===== config.mk =====
export PLATFORM = sky130hd
export DESIGN_NAME = cfsel_top
export DESIGN_NICKNAME = d
export VERILOG_FILES = /design/src/rtl/cfsel_pkg.sv /design/src/rtl/cfsel_top.sv
export SDC_FILE = /design/constraint.sdc
export NUM_CORES = 1
export LEC_CHECK = 0
export BUFFER_PORTS_ARGS = -buffer_cell sky130_fd_sc_hd__buf_4
export CAP_MARGIN = 20
export CORE_UTILIZATION = 45
export CTS_CLUSTER_DIAMETER = 40
export DETAILED_ROUTE_END_ITERATION = 16
export MAX_ROUTING_LAYER = met4
export PLACE_DENSITY = 0.81
export SLEW_MARGIN = 40
export SYNTH_ARGS = -nofsm -noshare
export SYNTH_HDL_FRONTEND = slang
export SYNTH_SLANG_ARGS = --single-unit

===== constraint.sdc =====
create_clock -name mclk -period 7.3 [get_ports mclk]
set_input_delay 0.73 -clock mclk [delete_from_list [all_inputs] [get_ports mclk]]
set_output_delay 0.73 -clock mclk [all_outputs]
set_load 0.05 [all_outputs]

===== src/rtl/cfsel_pkg.sv =====
// Constants, register map and shared types of the clock select and pin mux block.
package cfsel_pkg;
  // Register indices; the byte address is four times the index.
  localparam logic [2:0] REG_FREQ   = 3'h0;
  localparam logic [2:0] REG_SPREAD = 3'h1;
  localparam logic [2:0] REG_OUT_EN = 3'h2;
  localparam logic [2:0] REG_PAIRFN = 3'h3;
  localparam logic [2:0] REG_CLKREQ = 3'h5;
  localparam logic [2:0] REG_STATUS = 3'h6;
  // Field positions.
  localparam int OUTEN_BUS0_BIT = 0;
  localparam int CRA_EN_BIT     = 7;
  localparam int CRA_SEL_BIT    = 6;
  localparam int PF_CPU_SRC_BIT = 0;
  localparam int PF_SRC_DOT_BIT = 1;
  localparam int PF_SPLIT_BIT   = 2;
  localparam int SS_EN_BIT      = 0;
  localparam int FREQ_SEL_LSB   = 5;
  // Reset values; spread code 0 means 0.5 percent down spread.
  localparam logic [7:0] SPREAD_RST = 8'h01;
  localparam logic [7:0] OUT_EN_RST = 8'h01;
  localparam logic [7:0] PAIRFN_RST = 8'h00;
  localparam logic [7:0] CLKREQ_RST = 8'h00;
  // Clocks after release before the strap level has passed the synchroniser.
  localparam logic [1:0] STRAP_SETTLE = 2'h2;
  // Processor clock frequencies in kHz.
  localparam logic [18:0] F_266 = 19'h411A4;
  localparam logic [18:0] F_133 = 19'h208D2;
  localparam logic [18:0] F_200 = 19'h30D40;
  localparam logic [18:0] F_166 = 19'h28B04;
  localparam logic [18:0] F_333 = 19'h51612;
  localparam logic [18:0] F_100 = 19'h186A0;
  localparam logic [18:0] F_400 = 19'h61A80;
  localparam logic [18:0] F_RSV = 19'h00000;
  localparam logic [2:0] FS_RESERVED = 3'h7;
  // AXI responses.
  localparam logic [1:0] RESP_OKAY   = 2'h0;
  localparam logic [1:0] RESP_SLVERR = 2'h2;

  // Software configuration bytes.
  typedef struct packed {
    logic [7:0] spread;
    logic [7:0] out_en;
    logic [7:0] pairfn;
    logic [7:0] clkreq;
  } cfsel_cfg_t;

  // Decodes the select code {c,b,a} into the processor frequency.
  function automatic logic [18:0] cfsel_freq(input logic [2:0] code);
    case (code)
      3'h0: cfsel_freq = F_266;
      3'h1: cfsel_freq = F_133;
      3'h2: cfsel_freq = F_200;
      3'h3: cfsel_freq = F_166;
      3'h4: cfsel_freq = F_333;
      3'h5: cfsel_freq = F_100;
      3'h6: cfsel_freq = F_400;
      default: cfsel_freq = F_RSV;
    endcase
  endfunction : cfsel_freq
endpackage : cfsel_pkg


===== src/rtl/cfsel_top.sv =====
// Frequency select decode, spread and pair options, and first bus clock pin mux.
// Operation
// RULE1: Decode three select inputs into processor frequency; code seven is reserved.
// RULE2: One free bus clock output toggles regardless of any gating.
// RULE3: Spread spectrum supported; default after reset is 0.5 percent down spread.
// RULE4: Pair functions selectable: processor/serial-ref and serial-ref/display 96 MHz.
// RULE5: Serial-ref pair zero can split into two single-ended outputs.
// RULE6: After reset the first multifunction pin drives a bus clock.
// RULE7: Host disables the pin's bus clock before enabling clock request.
// RULE8: Byte five bit seven picks bus clock or clock request input A.
// RULE9: Byte five bit six picks pair zero or pair two for request A.
// RULE10: Request low runs the selected pair; high stops it without runt pulses.
// RULE11: Trusted strap sampled at reset release; pin then becomes bus clock.
//
// Design decisions made here: the register addresses and register access over AXI4-Lite.
`timescale 1ns/1ps
`default_nettype none
module cfsel_top (
  // Clock and reset.
  input  wire logic        mclk,
  input  wire logic        sys_rst,
  // AXI4-Lite slave.
  input  wire logic [7:0]  s_axi_awaddr,
  input  wire logic        s_axi_awvalid,
  output var  logic        s_axi_awready,
  input  wire logic [31:0] s_axi_wdata,
  input  wire logic [3:0]  s_axi_wstrb,
  input  wire logic        s_axi_wvalid,
  output var  logic        s_axi_wready,
  output var  logic [1:0]  s_axi_bresp,
  output var  logic        s_axi_bvalid,
  input  wire logic        s_axi_bready,
  input  wire logic [7:0]  s_axi_araddr,
  input  wire logic        s_axi_arvalid,
  output var  logic        s_axi_arready,
  output var  logic [31:0] s_axi_rdata,
  output var  logic [1:0]  s_axi_rresp,
  output var  logic        s_axi_rvalid,
  input  wire logic        s_axi_rready,
  // Pins sampled from outside.
  input  wire logic        cpu_speed_sel_a,
  input  wire logic        cpu_speed_sel_b,
  input  wire logic        cpu_speed_sel_c,
  input  wire logic        clk_request_a_n,
  input  wire logic        trusted_mode_strap,
  // Decoded settings.
  output var  logic [18:0] cpu_freq_khz,
  output var  logic        cpu_freq_reserved,
  output var  logic        overclock_lock,
  output var  logic        ss_enable,
  output var  logic [2:0]  ss_amount,
  output var  logic        cpu_src_pair_sel,
  output var  logic        src_dot_pair_sel,
  output var  logic        serial_ref_pair0_split,
  // Clock outputs and pin enables.
  output var  logic        free_bus_clk_out,
  output var  logic        bus_clk_out0,
  output var  logic        bus_clk_out0_oe,
  output var  logic        bus_clk_out2,
  output var  logic        bus_clk_out2_oe,
  output var  logic        serial_ref_pair0_p,
  output var  logic        serial_ref_pair0_n,
  output var  logic        serial_ref_pair2_p,
  output var  logic        serial_ref_pair2_n
);
  cfsel_pkg::cfsel_cfg_t cfg;
  logic [2:0]  aw_idx;
  logic        aw_bad, aw_full, w_full, ss_touched;
  logic [7:0]  w_byte;
  logic        w_lane;
  logic [2:0]  fs_s1, fs_q;
  logic [1:0]  req_s, strap_s;
  logic [1:0]  strap_cnt;
  logic        strap_done, phase, run0, run2, chk_live;

  // Address decode; anything outside the six used words answers with an error.
  wire [2:0] ar_idx   = s_axi_araddr[4:2];
  wire       ar_hi    = (s_axi_araddr[7:5] != 3'h0);
  wire       w_go     = aw_full && w_full && !s_axi_bvalid;
  wire       wr_spr   = w_go && !aw_bad && aw_idx == cfsel_pkg::REG_SPREAD;
  wire       wr_oen   = w_go && !aw_bad && aw_idx == cfsel_pkg::REG_OUT_EN;
  wire       wr_pfn   = w_go && !aw_bad && aw_idx == cfsel_pkg::REG_PAIRFN;
  wire       wr_crq   = w_go && !aw_bad && aw_idx == cfsel_pkg::REG_CLKREQ;
  wire       wr_hit   = wr_spr || wr_oen || wr_pfn || wr_crq ||
                        (w_go && !aw_bad && aw_idx == cfsel_pkg::REG_FREQ) ||
                        (w_go && !aw_bad && aw_idx == cfsel_pkg::REG_STATUS);
  wire [7:0] status   = {4'h0, run2, run0, cpu_freq_reserved, overclock_lock};
  wire [7:0] freq_rd  = {fs_q, 5'h00};
  logic [7:0] rd_byte;
  logic       rd_ok;
  always_comb begin
    rd_ok   = !ar_hi;
    rd_byte = 8'h00;
    if (ar_hi) begin
      rd_ok = 1'b0;
    end else if (ar_idx == cfsel_pkg::REG_FREQ) begin
      rd_byte = freq_rd;
    end else if (ar_idx == cfsel_pkg::REG_SPREAD) begin
      rd_byte = cfg.spread;
    end else if (ar_idx == cfsel_pkg::REG_OUT_EN) begin
      rd_byte = cfg.out_en;
    end else if (ar_idx == cfsel_pkg::REG_PAIRFN) begin
      rd_byte = cfg.pairfn;
    end else if (ar_idx == cfsel_pkg::REG_CLKREQ) begin
      rd_byte = cfg.clkreq;
    end else if (ar_idx == cfsel_pkg::REG_STATUS) begin
      rd_byte = status;
    end else begin
      rd_ok = 1'b0;
    end
  end

  // Write channel: address and data are held until both are in, then one response.
  always_ff @(posedge mclk or posedge sys_rst) begin
    if (sys_rst) begin
      s_axi_awready <= 1'b1;
      s_axi_wready  <= 1'b1;
      s_axi_bvalid  <= 1'b0;
      s_axi_bresp   <= cfsel_pkg::RESP_OKAY;
      aw_full       <= 1'b0;
      w_full        <= 1'b0;
      aw_idx        <= 3'h0;
      aw_bad        <= 1'b0;
      w_byte        <= 8'h00;
      w_lane        <= 1'b0;
    end else begin
      if (s_axi_awvalid && s_axi_awready) begin
        aw_idx        <= s_axi_awaddr[4:2];
        aw_bad        <= (s_axi_awaddr[7:5] != 3'h0);
        aw_full       <= 1'b1;
        s_axi_awready <= 1'b0;
      end
      if (s_axi_wvalid && s_axi_wready) begin
        w_byte       <= s_axi_wdata[7:0];
        w_lane       <= s_axi_wstrb[0];
        w_full       <= 1'b1;
        s_axi_wready <= 1'b0;
      end
      if (w_go) begin
        aw_full      <= 1'b0;
        w_full       <= 1'b0;
        s_axi_bvalid <= 1'b1;
        s_axi_bresp  <= wr_hit ? cfsel_pkg::RESP_OKAY : cfsel_pkg::RESP_SLVERR;
      end else if (s_axi_bvalid && s_axi_bready) begin
        s_axi_bvalid  <= 1'b0;
        s_axi_awready <= 1'b1;
        s_axi_wready  <= 1'b1;
      end
    end
  end

  // Configuration bytes; only byte lane zero carries data.
  always_ff @(posedge mclk or posedge sys_rst) begin
    if (sys_rst) begin
      cfg.spread <= cfsel_pkg::SPREAD_RST; // [RULE3]
      cfg.out_en <= cfsel_pkg::OUT_EN_RST; // [RULE6]
      cfg.pairfn <= cfsel_pkg::PAIRFN_RST;
      cfg.clkreq <= cfsel_pkg::CLKREQ_RST; // [RULE6]
      ss_touched <= 1'b0;
    end else if (w_lane) begin
      if (wr_spr) cfg.spread <= w_byte;
      if (wr_oen) cfg.out_en <= w_byte;
      if (wr_pfn) cfg.pairfn <= w_byte; // [RULE4] [RULE5]
      if (wr_crq) cfg.clkreq <= w_byte; // [RULE8] [RULE9]
      if (wr_spr) ss_touched <= 1'b1;
    end
  end

  // Read channel answers one cycle after the address is taken.
  always_ff @(posedge mclk or posedge sys_rst) begin
    if (sys_rst) begin
      s_axi_arready <= 1'b1;
      s_axi_rvalid  <= 1'b0;
      s_axi_rdata   <= 32'h00000000;
      s_axi_rresp   <= cfsel_pkg::RESP_OKAY;
    end else if (s_axi_arvalid && s_axi_arready) begin
      s_axi_arready <= 1'b0;
      s_axi_rvalid  <= 1'b1;
      s_axi_rdata   <= {24'h000000, rd_byte};
      s_axi_rresp   <= rd_ok ? cfsel_pkg::RESP_OKAY : cfsel_pkg::RESP_SLVERR;
    end else if (s_axi_rvalid && s_axi_rready) begin
      s_axi_rvalid  <= 1'b0;
      s_axi_arready <= 1'b1;
    end
  end

  // Pin synchronisers; only the second stage is read by logic.
  always_ff @(posedge mclk or posedge sys_rst) begin
    if (sys_rst) begin
      fs_s1   <= 3'h0;
      fs_q    <= 3'h0;
      req_s   <= 2'h3;
      strap_s <= 2'h0;
      chk_live <= 1'b0;
    end else begin
      fs_s1   <= {cpu_speed_sel_c, cpu_speed_sel_b, cpu_speed_sel_a};
      fs_q    <= fs_s1;
      req_s   <= {req_s[0], clk_request_a_n};
      strap_s <= {strap_s[0], trusted_mode_strap};
      chk_live <= 1'b1; // Keeps checks off the release edge, where outputs still show reset values.
    end
  end

  // Frequency decode and option outputs follow their sources by one clock.
  always_ff @(posedge mclk or posedge sys_rst) begin
    if (sys_rst) begin
      cpu_freq_khz           <= cfsel_pkg::F_266;
      cpu_freq_reserved      <= 1'b0;
      ss_enable              <= cfsel_pkg::SPREAD_RST[cfsel_pkg::SS_EN_BIT];
      ss_amount              <= cfsel_pkg::SPREAD_RST[3:1];
      cpu_src_pair_sel       <= 1'b0;
      src_dot_pair_sel       <= 1'b0;
      serial_ref_pair0_split <= 1'b0;
    end else begin
      cpu_freq_khz           <= cfsel_pkg::cfsel_freq(fs_q); // [RULE1]
      cpu_freq_reserved      <= (fs_q == cfsel_pkg::FS_RESERVED); // [RULE1]
      ss_enable              <= cfg.spread[cfsel_pkg::SS_EN_BIT]; // [RULE3]
      ss_amount              <= cfg.spread[3:1];
      cpu_src_pair_sel       <= cfg.pairfn[cfsel_pkg::PF_CPU_SRC_BIT]; // [RULE4]
      src_dot_pair_sel       <= cfg.pairfn[cfsel_pkg::PF_SRC_DOT_BIT]; // [RULE4]
      serial_ref_pair0_split <= cfg.pairfn[cfsel_pkg::PF_SPLIT_BIT]; // [RULE5]
    end
  end

  // The strap is caught once the synchroniser has filled after release, then locked.
  always_ff @(posedge mclk or posedge sys_rst) begin
    if (sys_rst) begin
      strap_cnt      <= 2'h0;
      strap_done     <= 1'b0;
      overclock_lock <= 1'b0;
    end else if (!strap_done) begin
      strap_cnt <= strap_cnt + 2'h1;
      if (strap_cnt == cfsel_pkg::STRAP_SETTLE) begin
        strap_done     <= 1'b1;
        overclock_lock <= strap_s[1]; // [RULE11]
      end
    end
  end

  // Request A gates its pair only when enabled and the request pin is high.
  wire cra_en   = cfg.clkreq[cfsel_pkg::CRA_EN_BIT];
  wire cra_sel2 = cfg.clkreq[cfsel_pkg::CRA_SEL_BIT];
  wire stop_req = cra_en && req_s[1]; // [RULE10]
  wire next_ph  = ~phase;
  wire bus0_drv = !cra_en && cfg.out_en[cfsel_pkg::OUTEN_BUS0_BIT]; // [RULE8]

  // Clock outputs toggle each mclk. Run flags only change on the falling half, so a
  // stopped or restarted pair never shows a shortened high phase.
  always_ff @(posedge mclk or posedge sys_rst) begin
    if (sys_rst) begin
      phase              <= 1'b0;
      run0               <= 1'b1;
      run2               <= 1'b1;
      free_bus_clk_out   <= 1'b0;
      bus_clk_out0       <= 1'b0;
      bus_clk_out0_oe    <= 1'b0;
      bus_clk_out2       <= 1'b0;
      bus_clk_out2_oe    <= 1'b0;
      serial_ref_pair0_p <= 1'b0;
      serial_ref_pair0_n <= 1'b0;
      serial_ref_pair2_p <= 1'b0;
      serial_ref_pair2_n <= 1'b0;
    end else begin
      phase            <= next_ph;
      free_bus_clk_out <= next_ph; // [RULE2]
      if (phase) begin
        run0 <= !(stop_req && !cra_sel2); // [RULE9] [RULE10]
        run2 <= !(stop_req && cra_sel2); // [RULE9] [RULE10]
      end
      bus_clk_out0_oe    <= bus0_drv; // [RULE6] [RULE8]
      bus_clk_out0       <= bus0_drv && next_ph;
      bus_clk_out2_oe    <= strap_done; // [RULE11]
      bus_clk_out2       <= strap_done && next_ph;
      serial_ref_pair0_p <= (phase ? 1'b0 : run0);
      serial_ref_pair0_n <= serial_ref_pair0_split ? (phase ? 1'b0 : run0) :
                            (phase ? run0 : 1'b0); // [RULE5]
      serial_ref_pair2_p <= (phase ? 1'b0 : run2);
      serial_ref_pair2_n <= (phase ? run2 : 1'b0);
    end
  end
endmodule : cfsel_top
`default_nettype wire


Yosys cells after proc, flatten, opt, wreduce, memory -nomap -nowiden:

Cells that the tools add are included.

* input port bits: 64
* output and inout port bits: 78
* word-level logic and storage cells: 150
* flip-flop bits (word level): 116

* mux-type cells: 40
* bitwise gates (word level): 2
* add/subtract/negate cells: 1
* equality and inequality tests: 18
* reduce and logical (&&, ||, !) cells: 46

Operators by type and width (number)
* $pmux W19 S7: 1
* $mux W8: 6
* $mux W1: 30
* $eq A3 B3 Y1 const B: 8
* $logic_and A1 B1 Y1: 20
* $eq A3 B2 Y1 const B: 6
* $reduce_and A2 Y1: 5
* $eq A3 B1 Y1 const B: 3
* $logic_not A3 Y1: 3
* $reduce_bool A2 Y1: 4
* $logic_not A1 Y1: 7
* $reduce_bool A3 Y1: 2
* $logic_or A1 B1 Y1: 5
* $mux W2: 2
* $mux W4: 1
* $add A2 B1 Y2 const B: 1
* $eq A2 B2 Y1 const B: 1
* $not A1 Y1: 2

Longest topological paths before layout:

* depth after elaboration: 10
* gate-level depth with buffers: 5
* depth with buffers taken out: 4

Worst setup path after synthesis:

OpenSTA, ideal clock, no wires.

* path type: register to register
* start: reg s_axi_bvalid
* end: reg cfg[0] in the netlist's numbering
* library setup time: 0.125 ns
* data required time: 7.175 ns
* slack: 5.403 ns
* clock period less this slack: 1.897 ns
* arrival time: 1.772 ns
* cell stages (with the launch flop): 5
* path buffers: 0
* cell sequence: dfrtp_1 and3b_2 nand4b_4 nor3b_4 mux2_2

* word-level cells in the longest chain between the ends: 5

RTL lines
* start, declared: RTL line cfsel_top.sv:31 `output var logic s_axi_bvalid,`
* start signal, assigned: RTL line cfsel_top.sv:118 `s_axi_bvalid <= 1'b0;`
* start signal, assigned: RTL line cfsel_top.sv:142 `s_axi_bvalid <= 1'b1;`
* start signal, assigned: RTL line cfsel_top.sv:145 `s_axi_bvalid <= 1'b0;`
* $logic_not A1 Y1: RTL line cfsel_top.sv:79 `wire w_go = aw_full && w_full && !s_axi_bvalid;`
* $logic_and A1 B1 Y1: RTL line cfsel_top.sv:79
* $logic_and A1 B1 Y1 (2 in series): RTL line cfsel_top.sv:83 `wire wr_crq = w_go && !aw_bad && aw_idx == cfsel_pkg::REG_CLKREQ;`
* $reduce_and A2 Y1 (no source line)
* end, declared: RTL line cfsel_top.sv:66 `cfsel_pkg::cfsel_cfg_t cfg;`

No other way between the ends.
A chain may end at the register's enable or synchronous reset.

Worst setup path in the final report:

* start: in s_axi_araddr[2]
* end: reg s_axi_rdata[3]

* word-level cells in the longest chain between the ends: 8
* elaborated cells on any way between the ends: 13
* classes of those cells: 5 x eq/ne; 7 x mux; 1 x reduce/logical

RTL lines
* start, declared: RTL line cfsel_top.sv:33 `input wire logic [7:0] s_axi_araddr,`
* $eq A3 B3 Y1: RTL line cfsel_top.sv:106 `end else if (ar_idx == cfsel_pkg::REG_STATUS) begin`
* $mux W4: RTL line cfsel_top.sv:106
* $mux W8: RTL line cfsel_top.sv:104 `end else if (ar_idx == cfsel_pkg::REG_CLKREQ) begin`
* $mux W8: RTL line cfsel_top.sv:102 `end else if (ar_idx == cfsel_pkg::REG_PAIRFN) begin`
* $mux W8: RTL line cfsel_top.sv:100 `end else if (ar_idx == cfsel_pkg::REG_OUT_EN) begin`
* $mux W8: RTL line cfsel_top.sv:98 `end else if (ar_idx == cfsel_pkg::REG_SPREAD) begin`
* $mux W8 (*): RTL line cfsel_top.sv:96 `end else if (ar_idx == cfsel_pkg::REG_FREQ) begin`
* $mux W8 (*): RTL line cfsel_top.sv:94 `if (ar_hi) begin`
* end signal, assigned: RTL line cfsel_top.sv:179 `s_axi_rdata <= {24'h000000, rd_byte};`
* end, declared: RTL line cfsel_top.sv:36 `output var logic [31:0] s_axi_rdata,`

Mark *: on every way between the ends. The rest lies on a longest branch, timed or not.

==> results.yml <==
clocking:
  cts_buffers: 9
  cts_tree: "done"
  cts_setup_buffers: 0
  hold_buffers: 0
  cts_root_buffer: "clkbuf_8"
  postCtsResizedCells: 0
  htree_levels: 3
  clock-sinks: 106
  clk_latency_ns: 0.37
  cts.clk_slew.worst_paths_ns: 0.11
  clock_path_buffers: 2
outcome:
  status: "finished, final reports clean"
placement:
  port_buffers: 80
  place_hpwl_um: 5550
  place_ws_ns: 4.868
  globalplace.congestion: 0.7998
  place_area_mm2: 0.004961
setup_path:
  cp-start-kind: "input pin"
  worstPathRequired_ns: 7.55
  worstPathArrival_ns: 2.33
  critPathKind: "input pin to register"
  r2r_start: "s_axi_arready"
  critPathLaunch: "s_axi_araddr[2]"
  r2r_setup_slack_ns: 5.37
  crit_fanout: 13
  cp-end-kind: "register"
pwr:
  p_per_area_mw_per_mm2: 321.3
  power_leakage_nw: 2.479
  vdd_ir_drop_max_mv: 0.2672
yosys:
  yosys-top-cells-count: "dfrtp_1, mux2_2, buf_4"
  syn_inst: 338
  yosysTopAreaCell: "dfrtp_1"
  postSynthAreaPerCell_um2: 12.90
  ys_async_sr_fraction_pct: 100.0
  synth-edff-count: 0
  synth_ff_type: "dfrtp_1"
  synth_top_cell_area_share_pct: 52.24
  yosysSeqAreaShare_pct: 61.28
  yosysWarnings: 0
  yosys-top-cells-area: "dfrtp_1, mux2_2, dfstp_2, buf_4, nand2_1"
  syn_area_mm2: 0.004359
  yosysMostFrequentCell: "dfrtp_1"
  synth_cell_type_count: 40
  synth_seq_cells: 106
sta:
  fin_setup_tns_ns: 0
  post-route-period-util_pct: 28.43
  tightest_slew_ns: 0.7586
  setup_viol: 0
  rsz0062_at_grt: "false"
  drv_slew: 0
  fin_ws_ns: 5.224
  max_freq_ghz: 0.4818
  max-slew-margin-rel_pct: 49.32
  fin_skew_ns: 0.01732
  min_period_ns: 2.076
  hold_viol: 0
grt:
  grt_max_degree: 80
  grt_remaining_overflow: 0
  grt_usage_pct: 17.27
  grt_pass1_wl_um: 12830
  grt_pass1_vias: 2593
  antenna_found_initial: 0
floorplan:
  start_util_pct: 46.73
  coreArea_mm2: 0.009328
  io_pins: 142
  die_w_um: 100.4
  die_area_mm2: 0.01008
  chipHeight_um: 100.4
  num_rows: 35
finish:
  nNetsFinal: 483
  drive_above_1_share_pct: 39.72
  areaGrowthSynthToFinish_pct: 18.34
  antennaDiodeCount: 0
  finish.instance_area_mm2: 0.005159
detailed_routing:
  drt_iter0_drc: 103
  ant_nets: 0
  vias: 2676
  viasPerCell: 4.848
  routedWlPerCell_um: 13.88
  routed_wl_um: 7663
  first_pass_iters: 4
  drc: 0
worst_hold_path:
  hp-class: "input pin to asynchronous set/reset pin"
flow_run:
  maxCapViolations: 0
per-layer routing:
metal | vias to the layer above | wire, µm | track usage, %
li1 | 1250 | - | -
met1 | 1320 | 3432 | 22.33
met2 | 96 | 3761 | 27.29
met3 | 10 | 356 | 3.064
met4 | 0 | 112 | 6.689
met5 | - | 0 | -
layout by cell type (no fill, tap or decap), types with 9 or more instances in the layout:
master,instances
conb_1,30
a21oi_1,13
buf_4,80
o21ai_0,15
clkbuf_8,9
nor2_1,11
dfstp_2,15
dfrtp_1,91
nand2_1,21
mux2_2,46
inv_1,17
layout make-up:
type / instances / area, µm²
clock buffers: 9 / 123.9
clock inverters: 7 / 73.82
fillers: 787 / 4169
inverters: 18 / 70.07
multi-input cells: 202 / 1446
flip-flops and latches: 106 / 2671
well taps: 129 / 161.4
repair buffers: 81 / 611.8
cell families (layout without fill, tap and decap cells):
family | Yosys count | in the layout | share of synthesized area, %
AOI/OAI and AO/OA | 51 | 51 | 7.348
xor gates and xnor gates | 7 | 7 | 1.406
adders and majority gates | 1 | 1 | 0.2870
buffers and inverters | 59 | 115 | 8.036
DFF | 106 | 106 | 61.28
muxes | 51 | 51 | 13.03
other | 1 | 30 | 0.08603
and+or+nand+nor | 62 | 62 | 8.525
critical path, cell delays in order:
cell and delay [ns]:
buf_4 0.18, nor2b_1 0.64, nand2_1 0.28, o21a_1 0.24
a32o_1 0.25
power breakdown:
group,switching [mW],internal (mW),leakage [nW]
Sequential,0.114,0.726,1.31
Combinational,0.282,0.175,1.07
Clock,0.199,0.161,0.100
Total,0.595,1.06,2.48
metrics by stage:
stage / power (mW) / hold slack, ns / utilization [%] / instances
6_report: 1.657 / 0.3178 / 55.31 / 552
5_1_grt: 1.749 / 0.3268 / 55.31 / 552
4_1_cts: 1.672 / 0.3211 / 55.31 / 552
3_5_place_dp: 1.311 / 0.3347 / 53.19 / 536
3_3_place_gp: 1.290 / 0.3346 / 53.15 / 536
2_1_floorplan: 1.185 / 0.3312 / - / 367
flip-flops by register name, summed over array words and instances, names as in the netlist, 2 cells and up:
signal        flops
w_byte            8
req_s             2
fs_q              3
cpu_freq_khz     11
strap_s           2
strap_cnt         2
cfg              32
s_axi_rdata       8
fs_s1             3
aw_idx            3
ss_amount         3
worst paths after layout:
kind | end | cells after the start
setup / recovery | s_axi_rdata[3] | 5
hold / removal | strap_s[0] | 2
setup reg to reg | s_axi_rdata[1] | 4
hold reg to reg | fs_q[0] | 0
max in group asynchronous | cfg[11] | 3
min in group mclk | fs_q[0] | 0
Power figures use the tool's default switching activity.
